`src/logic/bis_pkg.sv`:
```
// constants and types for the binary input switch sensor
package bis_pkg;

  // time base
  localparam int CLK_HZ     = 50_000_000;
  localparam int MS_PER_S   = 1000;
  localparam int MS_CYC     = CLK_HZ / MS_PER_S;
  localparam int DEC_MS     = 100;
  localparam int SEC_DEC    = 10;

  // debounce choices in ms
  localparam logic [7:0] DEB_10  = 8'h0A;
  localparam logic [7:0] DEB_20  = 8'h14;
  localparam logic [7:0] DEB_30  = 8'h1E;
  localparam logic [7:0] DEB_50  = 8'h32;
  localparam logic [7:0] DEB_70  = 8'h46;
  localparam logic [7:0] DEB_100 = 8'h64;
  localparam logic [7:0] DEB_150 = 8'h96;

  // configuration defaults, for the integrator
  localparam logic [15:0] MIN_SIG_DEF   = 16'h000A;
  localparam logic [14:0] WAIT_DEF      = 15'h0000;
  localparam logic [14:0] WAIT_MAX      = 15'h7530;
  localparam logic [15:0] CYC_DEF       = 16'h003C;
  localparam logic [2:0]  DEB_SEL_DEF   = 3'h3;

  // reaction codes; OFF is the default
  typedef enum logic [2:0] {
    RX_ON   = 3'h0,
    RX_OFF  = 3'h1,
    RX_TOG  = 3'h2,
    RX_NONE = 3'h3,
    RX_TERM = 3'h4
  } bis_react_e;

  // value filter for cyclic sending
  localparam logic [1:0] CYV_ONE  = 2'h0;
  localparam logic [1:0] CYV_ZERO = 2'h1;
  localparam logic [1:0] CYV_BOTH = 2'h2;

  // internal connection selector
  localparam logic [4:0] LINK_NONE      = 5'h00;
  localparam logic [4:0] LINK_OUT_FIRST = 5'h01;
  localparam logic [4:0] LINK_OUT_LAST  = 5'h10;
  localparam logic [4:0] LINK_SCN_FIRST = 5'h11;
  localparam logic [4:0] LINK_SCN_LAST  = 5'h18;

  // press classifier, gray along idle -> held -> long
  typedef enum logic [1:0] {
    PR_IDLE = 2'b00,
    PR_HELD = 2'b01,
    PR_LONG = 2'b11
  } bis_press_e;

  function automatic logic [7:0] deb_ms(input logic [2:0] sel);
    case (sel)
      3'h0: deb_ms = DEB_10;
      3'h1: deb_ms = DEB_20;
      3'h2: deb_ms = DEB_30;
      3'h3: deb_ms = DEB_50;
      3'h4: deb_ms = DEB_70;
      3'h5: deb_ms = DEB_100;
      default: deb_ms = DEB_150;
    endcase
  endfunction

endpackage

```
`src/logic/bis_switch_sensor.sv`:
```
// switch sensor processing chain for one contact-scanning binary input
// Functional notes
// - asserted enabled block ignores physical contact
// - cyclic sending continues while input blocked
// - block ignored when internal blocking disallowed
// - injected bus value acts as contact event
// - edge reacts at once, starts debounce
// - edges ignored during debounce period
// - long/short mode defers reaction until classified
// - plain mode: open event 0, close 1
// - separate close/open minimum times, 0.1 s
// - edge starts minimum timer, no send
// - edge during minimum timer restarts it
// - minimum timer expiry sends edge telegram
// - rescan after download, reset, recovery if enabled
// - recovery waits configured seconds, then rescans
// - wait timed apart from send delay
// - reaction ON, OFF, TOGGLE, none, stop cycle
// - reaction fires on press or edge
// - stop-cycle only acts with cyclic enabled
// - linked output or scenario pair updated too
// - scenario: 0 odd, 1 even number
// - linked toggle uses inverted output status
// - send on change, on recovery only with cyclic enabled; restart cycle timer
// - short press event 0, long event 1
`timescale 1ns/1ps

module bis_switch_sensor #(
  parameter int TICK_MS_CYC = bis_pkg::MS_CYC
) (
  input  wire logic        sys_clk,
  input  wire logic        reset,
  input  wire logic        contact_in,
  input  wire logic        int_block_en,
  input  wire logic        block_obj_en,
  input  wire logic        block_obj,
  input  wire logic        inject_en,
  input  wire logic        inject_valid,
  input  wire logic        inject_value,
  input  wire logic [2:0]  debounce_sel,
  input  wire logic        long_en,
  input  wire logic [7:0]  long_time,
  input  wire logic        min_sig_en,
  input  wire logic [15:0] min_close_time,
  input  wire logic [15:0] min_open_time,
  input  wire logic        rescan_en,
  input  wire logic [14:0] wait_time,
  input  wire logic        download_evt,
  input  wire logic        bus_reset_evt,
  input  wire logic        bus_recover_evt,
  input  wire logic [2:0]  react0,
  input  wire logic [2:0]  react1,
  input  wire logic        cyc_en,
  input  wire logic [15:0] cyc_period,
  input  wire logic [1:0]  cyc_value_sel,
  input  wire logic [4:0]  link_sel,
  input  wire logic        link_status,
  output logic             switch_val,
  output logic             send_pulse,
  output logic             event_pulse,
  output logic             event_id,
  output logic             out_update,
  output logic [3:0]       out_index,
  output logic             out_value,
  output logic             scen_trig,
  output logic [4:0]       scen_num
);

  localparam int MSW = $clog2(TICK_MS_CYC + 1);

  // common time base: ms, 100 ms and 1 s ticks
  logic [MSW-1:0] ms_cnt_q;
  logic [6:0]     dec_cnt_q;
  logic [3:0]     sec_cnt_q;
  logic           tick_ms;
  logic           tick_dec;
  logic           tick_s;

  assign tick_ms  = (ms_cnt_q == MSW'(TICK_MS_CYC - 1));
  assign tick_dec = tick_ms && (dec_cnt_q == 7'(bis_pkg::DEC_MS - 1));
  assign tick_s   = tick_dec && (sec_cnt_q == 4'(bis_pkg::SEC_DEC - 1));

  always_ff @(posedge sys_clk) begin
    if (reset) begin
      ms_cnt_q  <= '0;
      dec_cnt_q <= '0;
      sec_cnt_q <= '0;
    end else begin
      ms_cnt_q <= tick_ms ? '0 : ms_cnt_q + MSW'(1);
      if (tick_ms) begin
        dec_cnt_q <= tick_dec ? '0 : dec_cnt_q + 7'h01;
      end
      if (tick_dec) begin
        sec_cnt_q <= tick_s ? '0 : sec_cnt_q + 4'h1;
      end
    end
  end

  // blocking only counts when enabled and permitted
  logic block_act;
  assign block_act = int_block_en && block_obj_en && block_obj;

  // rescan and recovery wait
  logic        wait_act_q;
  logic [14:0] wait_cnt_q;
  logic        wait_done;
  logic        scan_now;

  assign wait_done = wait_act_q && (wait_cnt_q == '0);
  // a blocked input is not sampled either
  assign scan_now  = !block_act &&
                     ((rescan_en && (download_evt || bus_reset_evt)) || wait_done);

  always_ff @(posedge sys_clk) begin
    if (reset) begin
      wait_act_q <= 1'b0;
      wait_cnt_q <= '0;
    end else if (rescan_en && bus_recover_evt) begin
      wait_act_q <= 1'b1;
      wait_cnt_q <= wait_time;
    end else if (wait_done) begin
      wait_act_q <= 1'b0;
    end else if (wait_act_q && tick_s) begin
      // own counter, never summed with a send delay
      wait_cnt_q <= wait_cnt_q - 15'h0001;
    end
  end

  // debounce: react on the edge, then go deaf for the period
  logic       stable_q;
  logic [7:0] deb_cnt_q;
  logic       phys_edge;
  logic       edge_v;

  assign phys_edge = !block_act && (deb_cnt_q == '0) && (contact_in != stable_q);
  assign edge_v    = phys_edge || scan_now;

  always_ff @(posedge sys_clk) begin
    if (reset) begin
      stable_q  <= 1'b0;
      deb_cnt_q <= '0;
    end else begin
      if (edge_v) begin
        stable_q <= contact_in;
      end
      if (phys_edge) begin
        deb_cnt_q <= bis_pkg::deb_ms(debounce_sel);
      end else if (deb_cnt_q != '0 && tick_ms) begin
        deb_cnt_q <= deb_cnt_q - 8'h01;
      end
    end
  end

  // minimum signal time
  logic        ms_act_q;
  logic        ms_lvl_q;
  logic [15:0] min_cnt_q;
  logic        ms_fire;
  logic        qual_v;
  logic        qual_lvl;

  assign ms_fire  = ms_act_q && (min_cnt_q == '0) && !edge_v;
  assign qual_v   = min_sig_en ? ms_fire : edge_v;
  assign qual_lvl = min_sig_en ? ms_lvl_q : contact_in;

  always_ff @(posedge sys_clk) begin
    if (reset || !min_sig_en) begin
      ms_act_q  <= 1'b0;
      ms_lvl_q  <= 1'b0;
      min_cnt_q <= '0;
    end else if (edge_v) begin
      // a new edge is a new operation
      ms_act_q  <= 1'b1;
      ms_lvl_q  <= contact_in;
      min_cnt_q <= contact_in ? min_close_time : min_open_time;
    end else if (ms_fire) begin
      ms_act_q <= 1'b0;
    end else if (ms_act_q && tick_dec) begin
      min_cnt_q <= min_cnt_q - 16'h0001;
    end
  end

  // short/long classifier; closed contact is a press
  bis_pkg::bis_press_e pr_q;
  logic [8:0]          lt_cnt_q;
  logic                pr_short;
  logic                pr_long;

  assign pr_short = (pr_q == bis_pkg::PR_HELD) && qual_v && !qual_lvl;
  assign pr_long  = (pr_q == bis_pkg::PR_HELD) && !pr_short &&
                    (lt_cnt_q > {1'b0, long_time});

  always_ff @(posedge sys_clk) begin
    if (reset || !long_en) begin
      pr_q     <= bis_pkg::PR_IDLE;
      lt_cnt_q <= '0;
    end else begin
      case (pr_q)
        bis_pkg::PR_IDLE: begin
          if (qual_v && qual_lvl) begin
            pr_q     <= bis_pkg::PR_HELD;
            lt_cnt_q <= '0;
          end
        end
        bis_pkg::PR_HELD: begin
          if (pr_short) begin
            pr_q <= bis_pkg::PR_IDLE;
          end else if (pr_long) begin
            pr_q <= bis_pkg::PR_LONG;
          end else if (tick_dec) begin
            lt_cnt_q <= lt_cnt_q + 9'h001;
          end
        end
        bis_pkg::PR_LONG: begin
          if (qual_v && !qual_lvl) begin
            pr_q <= bis_pkg::PR_IDLE;
          end
        end
        default: pr_q <= bis_pkg::PR_IDLE;
      endcase
    end
  end

  // event source selection
  logic inj_v;
  logic ev_v;
  logic ev_id;

  assign inj_v = inject_en && inject_valid && !block_act;

  always_comb begin
    ev_v  = 1'b0;
    ev_id = 1'b0;
    if (inj_v) begin
      ev_v  = 1'b1;
      ev_id = inject_value;
    end else if (!long_en) begin
      ev_v  = qual_v;
      ev_id = qual_lvl;
    end else if (pr_short || pr_long) begin
      ev_v  = 1'b1;
      ev_id = pr_long;
    end
  end

  // reaction on the first switch object
  logic [2:0] rx;
  logic       link_out;
  logic       link_scn;
  logic       upd;
  logic       new_val;

  assign rx       = ev_id ? react1 : react0;
  assign link_out = (link_sel >= bis_pkg::LINK_OUT_FIRST) &&
                    (link_sel <= bis_pkg::LINK_OUT_LAST);
  assign link_scn = (link_sel >= bis_pkg::LINK_SCN_FIRST) &&
                    (link_sel <= bis_pkg::LINK_SCN_LAST);

  always_comb begin
    upd     = 1'b0;
    new_val = switch_val;
    if (ev_v) begin
      case (rx)
        3'(bis_pkg::RX_ON): begin
          upd     = 1'b1;
          new_val = 1'b1;
        end
        3'(bis_pkg::RX_OFF): begin
          upd     = 1'b1;
          new_val = 1'b0;
        end
        3'(bis_pkg::RX_TOG): begin
          upd     = 1'b1;
          new_val = link_out ? !link_status : !switch_val;
        end
        default: begin
          upd     = 1'b0;
          new_val = switch_val;
        end
      endcase
    end
  end

  // cyclic sending runs regardless of the block
  logic        cyc_stop_q;
  logic [15:0] cyc_cnt_q;
  logic        cyc_due;
  logic        cyc_match;
  logic        recover_send;

  assign cyc_match = (cyc_value_sel == bis_pkg::CYV_BOTH) ||
                     (cyc_value_sel == bis_pkg::CYV_ONE && switch_val) ||
                     (cyc_value_sel == bis_pkg::CYV_ZERO && !switch_val);
  assign cyc_due      = cyc_en && !cyc_stop_q && tick_s && (cyc_cnt_q <= 16'h0001);
  assign recover_send = cyc_en && bus_recover_evt;

  always_ff @(posedge sys_clk) begin
    if (reset) begin
      cyc_stop_q <= 1'b0;
      cyc_cnt_q  <= '0;
    end else begin
      if (upd || recover_send) begin
        cyc_cnt_q <= cyc_period;
      end else if (cyc_due) begin
        cyc_cnt_q <= cyc_period;
      end else if (cyc_en && tick_s && cyc_cnt_q != '0) begin
        cyc_cnt_q <= cyc_cnt_q - 16'h0001;
      end
      // a fresh update resumes cycling after a stop
      if (upd) begin
        cyc_stop_q <= 1'b0;
      end else if (ev_v && rx == 3'(bis_pkg::RX_TERM) && cyc_en) begin
        cyc_stop_q <= 1'b1;
      end
    end
  end

  // object value, telegram and event outputs
  always_ff @(posedge sys_clk) begin
    if (reset) begin
      switch_val  <= 1'b0;
      send_pulse  <= 1'b0;
      event_pulse <= 1'b0;
      event_id    <= 1'b0;
    end else begin
      if (upd) begin
        switch_val <= new_val;
      end
      send_pulse  <= upd || recover_send || (cyc_due && cyc_match);
      event_pulse <= ev_v;
      if (ev_v) begin
        event_id <= ev_id;
      end
    end
  end

  // internal connection to an output or a scenario pair
  always_ff @(posedge sys_clk) begin
    if (reset) begin
      out_update <= 1'b0;
      out_index  <= '0;
      out_value  <= 1'b0;
      scen_trig  <= 1'b0;
      scen_num   <= '0;
    end else begin
      out_update <= upd && link_out;
      scen_trig  <= upd && link_scn;
      if (upd && link_out) begin
        out_index <= 4'(link_sel - bis_pkg::LINK_OUT_FIRST);
        out_value <= new_val;
      end
      if (upd && link_scn) begin
        // pair k gives 2k+1 on 0, 2k+2 on 1
        scen_num <= 5'({link_sel - bis_pkg::LINK_SCN_FIRST, 1'b0}) + 5'h01
                    + {4'h0, new_val};
      end
    end
  end

endmodule

```
`config.mk`:
```
export PLATFORM = sky130hd
export DESIGN_NAME = bis_switch_sensor
export DESIGN_NICKNAME = d
export VERILOG_FILES = /design/src/logic/bis_pkg.sv /design/src/logic/bis_switch_sensor.sv
export SDC_FILE = /design/constraint.sdc
export NUM_CORES = 1
export LEC_CHECK = 0
export BUFFER_PORTS_ARGS = -buffer_cell sky130_fd_sc_hd__clkbuf_2
export CAP_MARGIN = 20
export CELL_PAD_IN_SITES_DETAIL_PLACEMENT = 1
export CELL_PAD_IN_SITES_GLOBAL_PLACEMENT = 2
export CORE_MARGIN = 2
export CORE_UTILIZATION = 36
export CTS_CLUSTER_SIZE = 40
export DETAILED_ROUTE_END_ITERATION = 16
export HOLD_SLACK_MARGIN = 0.1
export PLACE_DENSITY_LB_ADDON = 0.15
export SLEW_MARGIN = 15
export SYNTH_ARGS = -nofsm -noshare
export SYNTH_HDL_FRONTEND = slang
export SYNTH_SLANG_ARGS = --single-unit
export TNS_END_PERCENT = 10
```
`constraint.sdc`:
```
create_clock -name sys_clk -period 9.9 [get_ports sys_clk]
set_clock_uncertainty 0.15 [all_clocks]
set_input_delay 1.98 -clock sys_clk [delete_from_list [all_inputs] [get_ports sys_clk]]
set_output_delay 1.98 -clock sys_clk [all_outputs]
set_load 0.005 [all_outputs]
```
* Word level (Yosys, flattened, before mapping)
Cells that the tools add are included.
Operators by class: $add $sub $neg 12, $lt $le $gt $ge 6, equality and inequality tests 24, muxes and demuxes 43, reductions and logical operators 80
Operators with widths (count):
- $mux W16 | 7
- $pmux W8 S6 | 1
- $mux W15 | 3
- $logic_and A1 B1 Y1 | 38
- $mux W9 | 4
- $sub A16 B1 Y16 const B | 2
- $pmux W9 S2 | 1
- $add A16 B1 Y16 const B | 1
- $eq A16 B16 Y1 const B | 1
- $le A16 B1 Y1 const B | 1
- $logic_not A16 Y1 | 1
- $mux W1 | 16
- $mux W8 | 2
- $reduce_bool A16 Y1 | 1
- $logic_not A15 Y1 | 1
- $sub A15 B1 Y15 const B | 1
- $ne A2 B2 Y1 const B | 6
- $reduce_bool A2 Y1 | 6
- $le A5 B5 Y1 const B | 2
- $logic_or A1 B1 Y1 | 10
- $add A9 B1 Y9 const B | 1
- $eq A3 B2 Y1 const B | 3
- $eq A3 B3 Y1 const B | 3
- $gt A9 B8 Y1 | 1
- other kinds (33) | 52
Word-level totals: register bits after elaboration 114, input port bits 104, output and inout port bits 16, word-level logic and storage cells 188

* Depth between registers and ports, before layout
Gate-level depths: netlist of the first run.
depth in word-level cells 25, depth in mapped cells 16, depth with buffers taken out 15

* Worst setup path after synthesis of the first run
No wires, ideal clock.
kind input -> register, from in long_time[5], to reg scen_num[4], setup time 0.128 ns, arrival 4.937 ns, data required time 9.622 ns, setup slack 4.686 ns, cell stages on the path 15, buffers on the path 0, path through inv_1 ha_1 nand4_1 o221ai_1 o22ai_1 nor3_1 o311ai_4 a221o_2 a21oi_2 mux2_2 ha_1 nand3b_1 xor2_1 mux2i_1 nor2_1
Between the ends: elaborated cells on any way between the ends 20, classes of those cells add/sub (1); order compare (1); eq/ne (2); mux (11); reduce/logical (5)
RTL lines:
- start, declared | line bis_switch_sensor.sv:42 | input wire logic [7:0] long_time,
- $gt A9 B8 Y1 * | line bis_switch_sensor.sv:191 | (lt_cnt_q > {1'b0, long_time});
- $logic_and A1 B1 Y1 * | line bis_switch_sensor.sv:190 | assign pr_long = (pr_q == bis_pkg::PR_HELD) && !pr_short &&
- $logic_or A1 B1 Y1 | line bis_switch_sensor.sv:240 | end else if (pr_short || pr_long) begin
- $mux W1 | line bis_switch_sensor.sv:240
- $mux W1 | line bis_switch_sensor.sv:237 | end else if (!long_en) begin
- $mux W1 | line bis_switch_sensor.sv:234 | if (inj_v) begin
- $mux W3 | line bis_switch_sensor.sv:253 | assign rx = ev_id ? react1 : react0;
- $eq A3 B2 Y1, or another cell as far along | line bis_switch_sensor.sv:263 | case (rx)
- $pmux W1 S3 | line bis_switch_sensor.sv:263
- $mux W1 * | line bis_switch_sensor.sv:262 | if (ev_v) begin
- net new_val | line bis_switch_sensor.sv:251 | logic new_val;
- $add A5 B1 Y5 * | line bis_switch_sensor.sv:355 | + {4'h0, new_val};
- end signal, assigned | line bis_switch_sensor.sv:354 | scen_num <= 5'({link_sel - bis_pkg::LINK_SCN_FIRST, 1'b0}) + 5'h01
- end, declared | line bis_switch_sensor.sv:66 | output logic [4:0] scen_num
The timed path passes the listed nets; every way through them passes the cells marked *. A chain may end at the register's enable or synchronous reset.

* Final worst setup path of the first run
from in contact_in, to reg scen_num[4]
Between the ends: elaborated cells on any way between the ends 31, classes of those cells add/sub (1); eq/ne (3); mux (13); reduce/logical (14)
RTL lines:
- start, declared | line bis_switch_sensor.sv:33 | input wire logic contact_in,
- $ne A1 B1 Y1 | line bis_switch_sensor.sv:135 | assign phys_edge = !block_act && (deb_cnt_q == '0) && (contact_in != stable_q);
- $logic_and A1 B1 Y1 | line bis_switch_sensor.sv:135
- $logic_or A1 B1 Y1 | line bis_switch_sensor.sv:136 | assign edge_v = phys_edge || scan_now;
- $logic_not A1 Y1 | line bis_switch_sensor.sv:162 | assign ms_fire = ms_act_q && (min_cnt_q == '0) && !edge_v;
- $logic_and A1 B1 Y1 | line bis_switch_sensor.sv:162
- $mux W1 | line bis_switch_sensor.sv:163 | assign qual_v = min_sig_en ? ms_fire : edge_v;
- $logic_and A1 B1 Y1 (2 in a row) | line bis_switch_sensor.sv:189 | assign pr_short = (pr_q == bis_pkg::PR_HELD) && qual_v && !qual_lvl;
- $logic_not A1 Y1 | line bis_switch_sensor.sv:190
- [4 not listed]
- $mux W1 | line bis_switch_sensor.sv:237
- $mux W1 | line bis_switch_sensor.sv:234
- $mux W3 | line bis_switch_sensor.sv:253
- $eq A3 B2 Y1, or another cell as far along | line bis_switch_sensor.sv:263
- $pmux W1 S3 | line bis_switch_sensor.sv:263
- $mux W1 * | line bis_switch_sensor.sv:262
- net new_val | line bis_switch_sensor.sv:251
- $add A5 B1 Y5 * | line bis_switch_sensor.sv:355
Marks and branches as above.

==> results.sh, run 1 <==
export IMPL_dieWidth_um=138
export IMPL_cpPeakStageDelay_ns=0.49
export IMPL_io_pin_count=120
export IMPL_powerDensity_nw_per_um2=172
export IMPL_crit_type="in -> reg"
export IMPL_syn2layout_area_growth_pct=20.9
export IMPL_synth_edf_count=0
export IMPL_totalWireLength_mm=18.0
export IMPL_critPathArrivalTime_ns=5.79
export IMPL_place_hpwl_mm=13.3
export IMPL_final_nets=991
export IMPL_min_from="ms_lvl_q$_SDFFE_PP0P_"
export IMPL_min_period_ns=5.59
export IMPL_status="finished, final reports clean"
export IMPL_crit_chain="clkbuf_2 -> xnor2_1 -> o41ai_2 -> a31oi_1 -> nand2b_1 -> o311ai_4 -> a221o_2 -> a21oi_2 -> mux2_2 -> ha_1 -> nand3b_1 -> xor2_1 -> mux2i_1 -> nor2_1"
export IMPL_crit_path_top_delay_cell="a31oi_1"
export IMPL_yosys_area_share_simple_pct=25.2
export IMPL_avgViaCountPerCell=5.28
export IMPL_grt_max_degree=67
export IMPL_hp_class="reg -> reg"
export IMPL_cts_made_buffers=17
export IMPL_drive_gt1_share_pct=22.0
export IMPL_placedCellCount=1068
export IMPL_synth_xor_area_share_pct=11.1
export IMPL_slew_headroom_pct=45.3
export IMPL_dr_pass1_iters=4
export IMPL_syn_nets=876
export IMPL_rsz0062_at_grt="false"
export IMPL_ctsHoldBuffers=0
export IMPL_yosysTopAreaCell="dfxtp_1"
export IMPL_holdWs_ns=0.312
export IMPL_cap_viol_max_count=0
export IMPL_synth_compound_area_share_pct=15.7
export IMPL_syn_inst=747
export IMPL_synth_most_common_cell="dfxtp_1"
export IMPL_diodes=0
export IMPL_cp_max_fo=22
export IMPL_drc=0
export IMPL_fmax_mhz=179
export IMPL_drv_slew=0
export IMPL_cp_top_family="compound AO/OA/AOI/OAI gates"
export IMPL_num_rows=48
export IMPL_wire_per_inst_um=16.4
export IMPL_grt_pass1_wl_mm=29.8
export IMPL_coreArea_um2=17400
export IMPL_setup_tns_ns=0
export IMPL_start_util_pct=37.0
export IMPL_clock_path_buffers=2
export IMPL_p_leak_nw=3.18
export IMPL_worstSetupStartpointType="input port"
export IMPL_syn_area_um2=6450
export IMPL_ys_seq_elements=114
export IMPL_reg2reg_slack_ns=5.67
export IMPL_drt_iter0_markers=187
export IMPL_fin_util_pct=44.8
export IMPL_io_buffers=119
export IMPL_postPlaceCellArea_um2=7240
export IMPL_synth_top_family_by_area="simple AND/OR/NAND/NOR gates"
export IMPL_worst_path_buf_inv=1
export IMPL_fin_crit_sh_pct=56.4
export IMPL_synth_area_per_cell_um2=8.63
export IMPL_cp_end_kind="register"
export IMPL_finalNonFillerCells=1097
export IMPL_grt_overflow=0
export IMPL_hold_violations=0
export IMPL_gp_congestion=0.851
export IMPL_required_ns=10.10
export IMPL_synth_adder_area_share_pct=4.85
export IMPL_clkTransAtPathRegs_ns=0.05
export IMPL_synth_top_flop_cell="dfxtp_1"
export IMPL_cts_setup_buffers=0
export IMPL_synth_mux_area_share_pct=4.43
export IMPL_synth_common_cells="114 x dfxtp_1, 105 x nor2_1, 53 x nand2_1"
export IMPL_clock_root_buffer="clkbuf_16"
export IMPL_yosysTopAreaCellShare_pct=35.4
export IMPL_ys_warnings_count=0
export IMPL_async_flop_share_pct=0
export IMPL_dieArea_um2=19000
export IMPL_synth_cell_type_count=71
export IMPL_grtUsageTotal_pct=20.0
export IMPL_clk_latency_ns=0.42
export IMPL_htree_levels=4
export IMPL_worst_pin_slew_ns=0.820
export IMPL_startpoint="contact_in"
export IMPL_synth_yosys_seq_area_share_pct=35.4
export IMPL_setup_viol=0
export IMPL_via_count=5787
export IMPL_vdd_drop_max_mv=0.142
export IMPL_die_h_um=138
export IMPL_cts_resized=0
export IMPL_cts_sinks=114
export IMPL_tritoncts="yes"
export IMPL_rr_startpoint="wait_cnt_q[2]$_SDFFE_PP0P_"
export IMPL_grt_pass1_vias=5987
export IMPL_ys_top_cells_by_area="dfxtp_1 35%, nor2_1 6.1%, xor2_1 5.7%"
export IMPL_antenna_found_initial=0
export IMPL_design_area_um2=7790
export IMPL_drtAntennaViolNets=0
metal layers:
layer  GRT usage [%]  vias to the layer above  part of all wire, %
met3            5.15                       28                  4.2
met1            25.3                     2760                   46
li1                -                     2883                    -
met4            6.35                        0                  1.6
met5               0                        -                    0
met2            33.5                      116                   48
cell usage in the layout (no fill, tap or decap), types with 6 or more instances in the layout:
master | synthesis | layout
nor4_1 | 7 | 7
inv_1 | 27 | 27
or4_1 | 8 | 8
nand2b_1 | 8 | 8
a21oi_1 | 41 | 41
nand3b_1 | 7 | 7
o21ai_0 | 12 | 12
nand2_1 | 53 | 53
clkbuf_2 | 0 | 119
clkbuf_16 | 0 | 17
nor2_1 | 105 | 105
xor2_1 | 42 | 42
a21o_1 | 6 | 6
and2_1 | 9 | 9
a211oi_1 | 35 | 35
dfxtp_1 | 114 | 114
or3_1 | 9 | 9
nor3_1 | 35 | 34
mux2i_1 | 24 | 24
xnor2_1 | 40 | 40
a211oi_2 | 10 | 10
ha_1 | 25 | 25
nand3_1 | 19 | 19
nand4_1 | 11 | 11
and3_1 | 8 | 8
worst reg2reg max path, cell delays in order, from the launching register on:
cell	delay [ns]
dfxtp_1	0.34
nor4_1	0.56
nor3b_2	0.38
a31oi_1	0.29
nand2b_1	0.42
o311ai_4	0.36
nand3_1	0.29
a21oi_2	0.32
mux2_2	0.38
ha_1	0.21
nand3b_1	0.11
xor2_1	0.17
mux2i_1	0.10
nor2_1	0.09
sequential cells by signal, summed over array words and instances (netlist names), 2 cells and up:
register and flops:
out_index 4, pr_q 2, min_cnt_q 16, lt_cnt_q 9, scen_num 5, dec_cnt_q 7, cyc_cnt_q 16, ms_cnt_q 16
wait_cnt_q 15, deb_cnt_q 8, sec_cnt_q 4
final timing paths:
kind                                                 end  cells after the start
worst max-delay path            scen_num[4]$_SDFFE_PP0P_                     14
worst min-delay path               ms_lvl_q$_SDFFE_PP0P_                      2
worst max register to register  scen_num[4]$_SDFFE_PP0P_                     13
worst min register to register     ms_lvl_q$_SDFFE_PP0P_                      2
report_power, final:
part	leakage, nW	internal (mW)	total, mW	switching [mW]
logic	1.97	0.101	0.240	0.138
clock network	0.274	0.372	0.584	0.211
registers	0.930	0.490	0.519	0.0291
cell type report:
type	instances	area, um^2
Clock buffer	24	502
Clock inverter	5	52.6
Fill cell	2106	9620
Inverter	27	101
Multi-Input combinational cell	580	3960
Sequential cell	114	2280
Tap cell	225	282
Timing Repair Buffer	122	618
through the flow:
stage / worst slack, ns / total power, mW
after global routing: 3.92 / 1.42
after detailed placement: 3.90 / 0.765
after CTS: 4.33 / 1.36
after global placement: 4.10 / 0.754
final: 4.31 / 1.34
after floorplan: 4.69 / 0.689
kinds of logic (layout without fill, tap and decap cells):
family,after synthesis,after routing
compound gates,133,133
buf+inv,53,178
fa+ha+maj,25,25
mux,28,28
flops,114,114
simple gates,312,312
xor+xnor,82,82
Power figures use the tool's default switching activity.
==> inputs of run 2 (changes only) <==
--- a/config.mk
+++ b/config.mk
@@ -10,7 +10,7 @@
 export CELL_PAD_IN_SITES_DETAIL_PLACEMENT = 1
 export CELL_PAD_IN_SITES_GLOBAL_PLACEMENT = 2
 export CORE_MARGIN = 2
-export CORE_UTILIZATION = 36
+export CORE_UTILIZATION = 30
 export CTS_CLUSTER_SIZE = 40
 export DETAILED_ROUTE_END_ITERATION = 16
 export HOLD_SLACK_MARGIN = 0.1
==> constraint.sdc (replaced) <==
create_clock -name sys_clk -period 4.8 [get_ports sys_clk]
set_clock_uncertainty 0.15 [all_clocks]
set_input_delay 0.96 -clock sys_clk [delete_from_list [all_inputs] [get_ports sys_clk]]
set_output_delay 0.96 -clock sys_clk [all_outputs]
set_load 0.005 [all_outputs]
==> run 2 against run 1 <==
Against the previous run:
- sequential share of layout area down 0.53 points
- power up 120%
- via count down 1.3%
- combinational power up 110%
- first-iteration DRC count down 35%
- wire length up 1.0%
- highest routed layer unchanged
==> results.sh, run 2 (synthesized netlist as in run 1, its figures left out) <==
export IMPL_grt_pass1_vias=6180
export IMPL_grt_overflow=0
export IMPL_grt_pass1_wl_mm=30.2
export IMPL_power_share_clock_pct=45.7
export IMPL_cts_setup_buffers=0
export IMPL_p_int_mw=2.10
export IMPL_clkTransAtPathRegs_ns=0.05
export IMPL_syn2layout_area_growth_pct=23.2
export IMPL_critPathArrivalTime_ns=4.32
export IMPL_fmax_mhz=238
export IMPL_finalPower_mw=2.89
export IMPL_worst_pin_slew_ns=0.852
export IMPL_largestRegisters="cyc_cnt_q x16, min_cnt_q x16, ms_cnt_q x16"
export IMPL_hold_violations=0
export IMPL_clock_path_buffers=2
export IMPL_switching_share_pct=27.4
export IMPL_crit_type="in -> reg"
export IMPL_setup_tns_ns=0
export IMPL_cts_resized=0
export IMPL_worstSetupStartpointType="input port"
export IMPL_num_rows=53
export IMPL_antenna_found_initial=0
export IMPL_slew_headroom_pct=43.1
export IMPL_required_ns=4.92
export IMPL_final_nets=995
export IMPL_grt_max_degree=42
export IMPL_clock_root_buffer="clkbuf_16"
export IMPL_dieWidth_um=151
export IMPL_postPlaceCellArea_um2=7320
export IMPL_cts_made_buffers=17
export IMPL_ctsHoldBuffers=0
export IMPL_diodes=0
export IMPL_holdWs_ns=0.314
export IMPL_htree_levels=4
export IMPL_start_util_pct=30.6
export IMPL_setup_viol=0
export IMPL_drive_gt1_share_pct=22.6
export IMPL_cts_sinks=114
export IMPL_wire_per_inst_um=15.8
export IMPL_design_area_um2=7940
export IMPL_dr_pass1_iters=4
export IMPL_drt_iter0_markers=122
export IMPL_drc=0
export IMPL_hp_class="reg -> reg"
export IMPL_cp_end_kind="register"
export IMPL_clk_latency_ns=0.41
export IMPL_tritoncts="yes"
export IMPL_grtUsageTotal_pct=16.8
export IMPL_p_leak_nw=3.21
export IMPL_cap_viol_max_count=0
export IMPL_gp_congestion=0.780
export IMPL_die_h_um=151
export IMPL_via_count=5713
export IMPL_final_common_cell="clkbuf_2"
export IMPL_seqPwrFrac_pct=37.0
export IMPL_totalWireLength_mm=18.2
export IMPL_place_hpwl_mm=14.0
export IMPL_rsz0062_at_grt="false"
export IMPL_fin_crit_sh_pct=87.5
export IMPL_coreArea_um2=21100
export IMPL_p_sw_mw=0.790
export IMPL_cp_max_fo=4
export IMPL_drtAntennaViolNets=0
export IMPL_power_frac_comb_pct=17.4
export IMPL_io_buffers=119
export IMPL_avgViaCountPerCell=4.96
export IMPL_final_cell_mix="119 x clkbuf_2, 114 x dfxtp_1, 104 x nor2_1"
export IMPL_io_pin_count=120
export IMPL_min_period_ns=4.20
export IMPL_vdd_drop_max_mv=0.231
export IMPL_status="finished, final reports clean"
export IMPL_dieArea_um2=22700
export IMPL_drv_slew=0
export IMPL_powerDensity_nw_per_um2=363
==> run 2: changes by cell type in the layout (fill, tap and decap cells not counted), moves of 2 or more <==
| cell | before | now |
|---|---|---|
| clkbuf_8 | 5 | 1 |
| clkinvlp_4 | 1 | 3 |
| bufinv_16 | 1 | 4 |
| buf_4 | 3 | 6 |
==> run 2: power groups by stage <==
stage / clock (mW) / combinational (mW) / sequential (mW)
3_5_place_dp: 0 / 0.501 / 1.09
5_1_grt: 1.39 / 0.570 / 1.08
4_1_cts: 1.35 / 0.506 / 1.07
6_report: 1.32 / 0.502 / 1.07
3_3_place_gp: 0 / 0.487 / 1.08
2_1_floorplan: 0 / 0.347 / 1.07
==> run 2: worst paths after layout <==
check	cells after the start	from	slack [ns]	endpoint
max	16	long_time[4]	0.60	scen_num[4]$_SDFFE_PP0P_
min	2	cyc_stop_q$_SDFFE_PP0P_	0.31	cyc_stop_q$_SDFFE_PP0P_
min reg2reg	2	cyc_stop_q$_SDFFE_PP0P_	0.31	cyc_stop_q$_SDFFE_PP0P_
max reg2reg	13	wait_cnt_q[2]$_SDFFE_PP0P_	0.76	scen_num[4]$_SDFFE_PP0P_
==> run 2: worst max-delay path, cell delays in order <==
cell and delay (ns):
clkbuf_2 0.07, inv_1 0.04, ha_1 0.29, nand4_1 0.15
o221ai_1 0.22, o22ai_1 0.18, nor3_1 0.55, o311ai_4 0.23
a221o_2 0.47, a21oi_2 0.19, mux2_2 0.37, ha_1 0.22
nand3b_1 0.11, xor2_1 0.07, mux2i_1 0.14, nor2_1 0.05
==> run 2: layout make-up <==
type | instances | area, um^2
fill | 2525 | 13100
multi-input combinational | 580 | 3960
sequential | 114 | 2280
timing repair buffer | 126 | 646
clock buffer | 19 | 443
tap | 275 | 344
clock inverter | 11 | 163
inverter | 27 | 101
==> run 2: per-stage QoR <==
step,instances,util (%),worst slack [ns]
2_1_floorplan,747,-,0.606
5_1_grt,1152,37.6,0.267
4_1_cts,1151,37.6,0.567
3_5_place_dp,1121,34.7,0.129
6_report,1152,37.6,0.598
3_3_place_gp,1121,34.7,0.348
==> run 2: layer usage <==
metal / share of wire [%] / up-vias / track usage [%]
li1: - / 2878 / -
met1: 45 / 2725 / 20.3
met2: 50 / 95 / 29.8
met3: 3.6 / 15 / 3.55
met4: 1.3 / 0 / 4.81
met5: 0 / - / 0
==> inputs of run 3 (changes only) <==
--- a/config.mk
+++ b/config.mk
@@ -10,7 +10,8 @@
 export CELL_PAD_IN_SITES_DETAIL_PLACEMENT = 1
 export CELL_PAD_IN_SITES_GLOBAL_PLACEMENT = 2
 export CORE_MARGIN = 2
-export CORE_UTILIZATION = 30
+export CORE_UTILIZATION = 31
+export CTS_BUF_LIST = sky130_fd_sc_hd__clkbuf_8
 export CTS_CLUSTER_SIZE = 40
 export DETAILED_ROUTE_END_ITERATION = 16
 export HOLD_SLACK_MARGIN = 0.1
==> run 3 against run 2 <==
Against the previous run:
- clock power down 23%
- power down 10%
- worst setup slack worse by 0.023 ns
- first-iteration DRC count up 15%
- flip-flop and latch count unchanged
- final area down 2.0%
- register-to-register slack better by 0.06 ns
- critical path type unchanged
- largest cell class unchanged
- largest power group is now registers
- highest routed layer unchanged
==> results.sh, run 3 (synthesized netlist as in run 1, its figures left out) <==
export IMPL_diodes=0
export IMPL_htree_levels=4
export IMPL_final_nets=995
export IMPL_die_h_um=148
export IMPL_status="finished, final reports clean"
export IMPL_num_rows=52
export IMPL_drtAntennaViolNets=0
export IMPL_dr_pass1_iters=4
export IMPL_grt_pass1_wl_mm=29.7
export IMPL_slew_headroom_pct=41.4
export IMPL_grt_max_degree=48
export IMPL_powerDensity_nw_per_um2=332
export IMPL_fmax_mhz=237
export IMPL_startpoint="long_time[6]"
export IMPL_r2r_end="scen_num[4]$_SDFFE_PP0P_"
export IMPL_grt_overflow=0
export IMPL_final_cell_mix="119 x clkbuf_2, 114 x dfxtp_1, 104 x nor2_1"
export IMPL_largestRegisters="cyc_cnt_q x16, min_cnt_q x16, ms_cnt_q x16"
export IMPL_drc=0
export IMPL_rr_startpoint="lt_cnt_q[6]$_SDFFE_PP0P_"
export IMPL_hp_class="reg -> reg"
export IMPL_avgViaCountPerCell=5.01
export IMPL_min_period_ns=4.23
export IMPL_worst_pin_slew_ns=0.877
export IMPL_grtUsageTotal_pct=16.8
export IMPL_finalPower_mw=2.58
export IMPL_cts_setup_buffers=0
export IMPL_design_area_um2=7780
export IMPL_rsz0062_at_grt="false"
export IMPL_worst_path_buf_inv=2
export IMPL_critPathArrivalTime_ns=4.45
export IMPL_grt_pass1_vias=6123
export IMPL_clkTransAtPathRegs_ns=0.07
export IMPL_ctsHoldBuffers=0
export IMPL_clock_path_buffers=2
export IMPL_vdd_drop_max_mv=0.174
export IMPL_crit_chain="clkbuf_2 -> inv_1 -> ha_1 -> nand4_1 -> o221ai_1 -> o22ai_1 -> nor3_1 -> o311ai_4 -> a221o_2 -> a21oi_2 -> mux2_2 -> ha_1 -> nand3b_1 -> xor2_1 -> mux2i_1 -> nor2_1"
export IMPL_switching_share_pct=28.8
export IMPL_place_hpwl_mm=13.7
export IMPL_power_frac_comb_pct=19.4
export IMPL_fin_crit_sh_pct=88.0
export IMPL_cts_sinks=114
export IMPL_cp_end_kind="register"
export IMPL_hold_violations=0
export IMPL_reg2reg_slack_ns=0.82
export IMPL_via_count=5759
export IMPL_setup_ws_ns=0.575
export IMPL_worstSetupStartpointType="input port"
export IMPL_finalNonFillerCells=1149
export IMPL_clk_latency_ns=0.45
export IMPL_cap_viol_max_count=0
export IMPL_crit_path_top_delay_cell="nor3_1"
export IMPL_drive_gt1_share_pct=22.8
export IMPL_p_sw_mw=0.745
export IMPL_dieArea_um2=22000
export IMPL_coreArea_um2=20300
export IMPL_place_ws_ns=0.100
export IMPL_tritoncts="yes"
export IMPL_placedCellCount=1117
export IMPL_r2r_cells=14
export IMPL_setup_tns_ns=0
export IMPL_io_pin_count=120
export IMPL_power_share_clock_pct=39.4
export IMPL_setup_viol=0
export IMPL_required_ns=5.02
export IMPL_cp_max_fo=4
export IMPL_start_util_pct=31.8
export IMPL_gp_congestion=0.762
export IMPL_drt_iter0_markers=140
export IMPL_cts_made_buffers=17
export IMPL_totalWireLength_mm=17.9
export IMPL_cp_top_family="compound AO/OA/AOI/OAI gates"
export IMPL_cpMostUsedCell="ha_1"
export IMPL_drv_slew=0
export IMPL_postPlaceCellArea_um2=7320
export IMPL_p_int_mw=1.84
export IMPL_clock_root_buffer="clkbuf_8"
export IMPL_final_common_cell="clkbuf_2"
export IMPL_fin_util_pct=38.3
export IMPL_p_leak_nw=3.16
export IMPL_syn2layout_area_growth_pct=20.7
export IMPL_cpPeakStageDelay_ns=0.58
export IMPL_antenna_found_initial=0
export IMPL_cts_resized=0
export IMPL_holdWs_ns=0.314
export IMPL_endpoint="scen_num[4]$_SDFFE_PP0P_"
export IMPL_crit_type="in -> reg"
export IMPL_io_buffers=119
export IMPL_wire_per_inst_um=15.6
export IMPL_dieWidth_um=148
export IMPL_seqPwrFrac_pct=41.3
export IMPL_crit_cells=16
-- run 3: cell types whose count changed in the layout (fill, tap and decap cells not counted), moves of 2 or more --
cell        before  now
inv_1           27   29
clkinvlp_4       3    1
clkbuf_16       17    0
clkbuf_8         1   21
-- run 3: worst min-delay path by stage --
stage,start,end,slack [ns],depth (start not counted)
global placement,ms_cnt_q[0]$_SDFF_PP0_,ms_cnt_q[0]$_SDFF_PP0_,0.30,1
detailed placement,cyc_stop_q$_SDFFE_PP0P_,cyc_stop_q$_SDFFE_PP0P_,0.30,2
CTS,cyc_stop_q$_SDFFE_PP0P_,cyc_stop_q$_SDFFE_PP0P_,0.31,2
floorplan,ms_cnt_q[0]$_SDFF_PP0_,ms_cnt_q[0]$_SDFF_PP0_,0.28,1
global route,cyc_stop_q$_SDFFE_PP0P_,cyc_stop_q$_SDFFE_PP0P_,0.33,2
finish,cyc_stop_q$_SDFFE_PP0P_,cyc_stop_q$_SDFFE_PP0P_,0.31,2
-- run 3: power by group through the flow --
stage / Clock [mW] / Sequential [mW] / Combinational, mW
final: 1.02 / 1.07 / 0.500
after global routing: 1.09 / 1.08 / 0.567
after CTS: 1.05 / 1.07 / 0.507
after detailed placement: 0 / 1.09 / 0.504
after global placement: 0 / 1.08 / 0.489
after floorplan: 0 / 1.07 / 0.347
-- run 3: worst register-to-register path, cell delays in order, from the launching register on --
cell and delay [ns]:
dfxtp_1 0.36, ha_1 0.33, nand4_1 0.14, o221ai_1 0.23, o22ai_1 0.18, nor3_1 0.58, o311ai_4 0.24, a221o_2 0.47
a21oi_2 0.21, mux2_2 0.37, ha_1 0.21, nand3b_1 0.10, xor2_1 0.15, mux2i_1 0.09, nor2_1 0.10
-- run 3: final cells by class --
type	count	area [um^2]
Multi-Input combinational cell	580	3960
Timing Repair Buffer	126	648
Clock buffer	21	289
Clock inverter	11	159
Inverter	27	101
Fill cell	2459	12500
Sequential cell	114	2280
Tap cell	270	338
-- run 3: per-layer routing --
metal	global-route usage, %	vias up	wire length, um
met4	4.71	0	231
met3	3.53	19	708
li1	-	2892	-
met1	20.5	2749	8160
met5	0	-	0
met2	29.9	99	8770
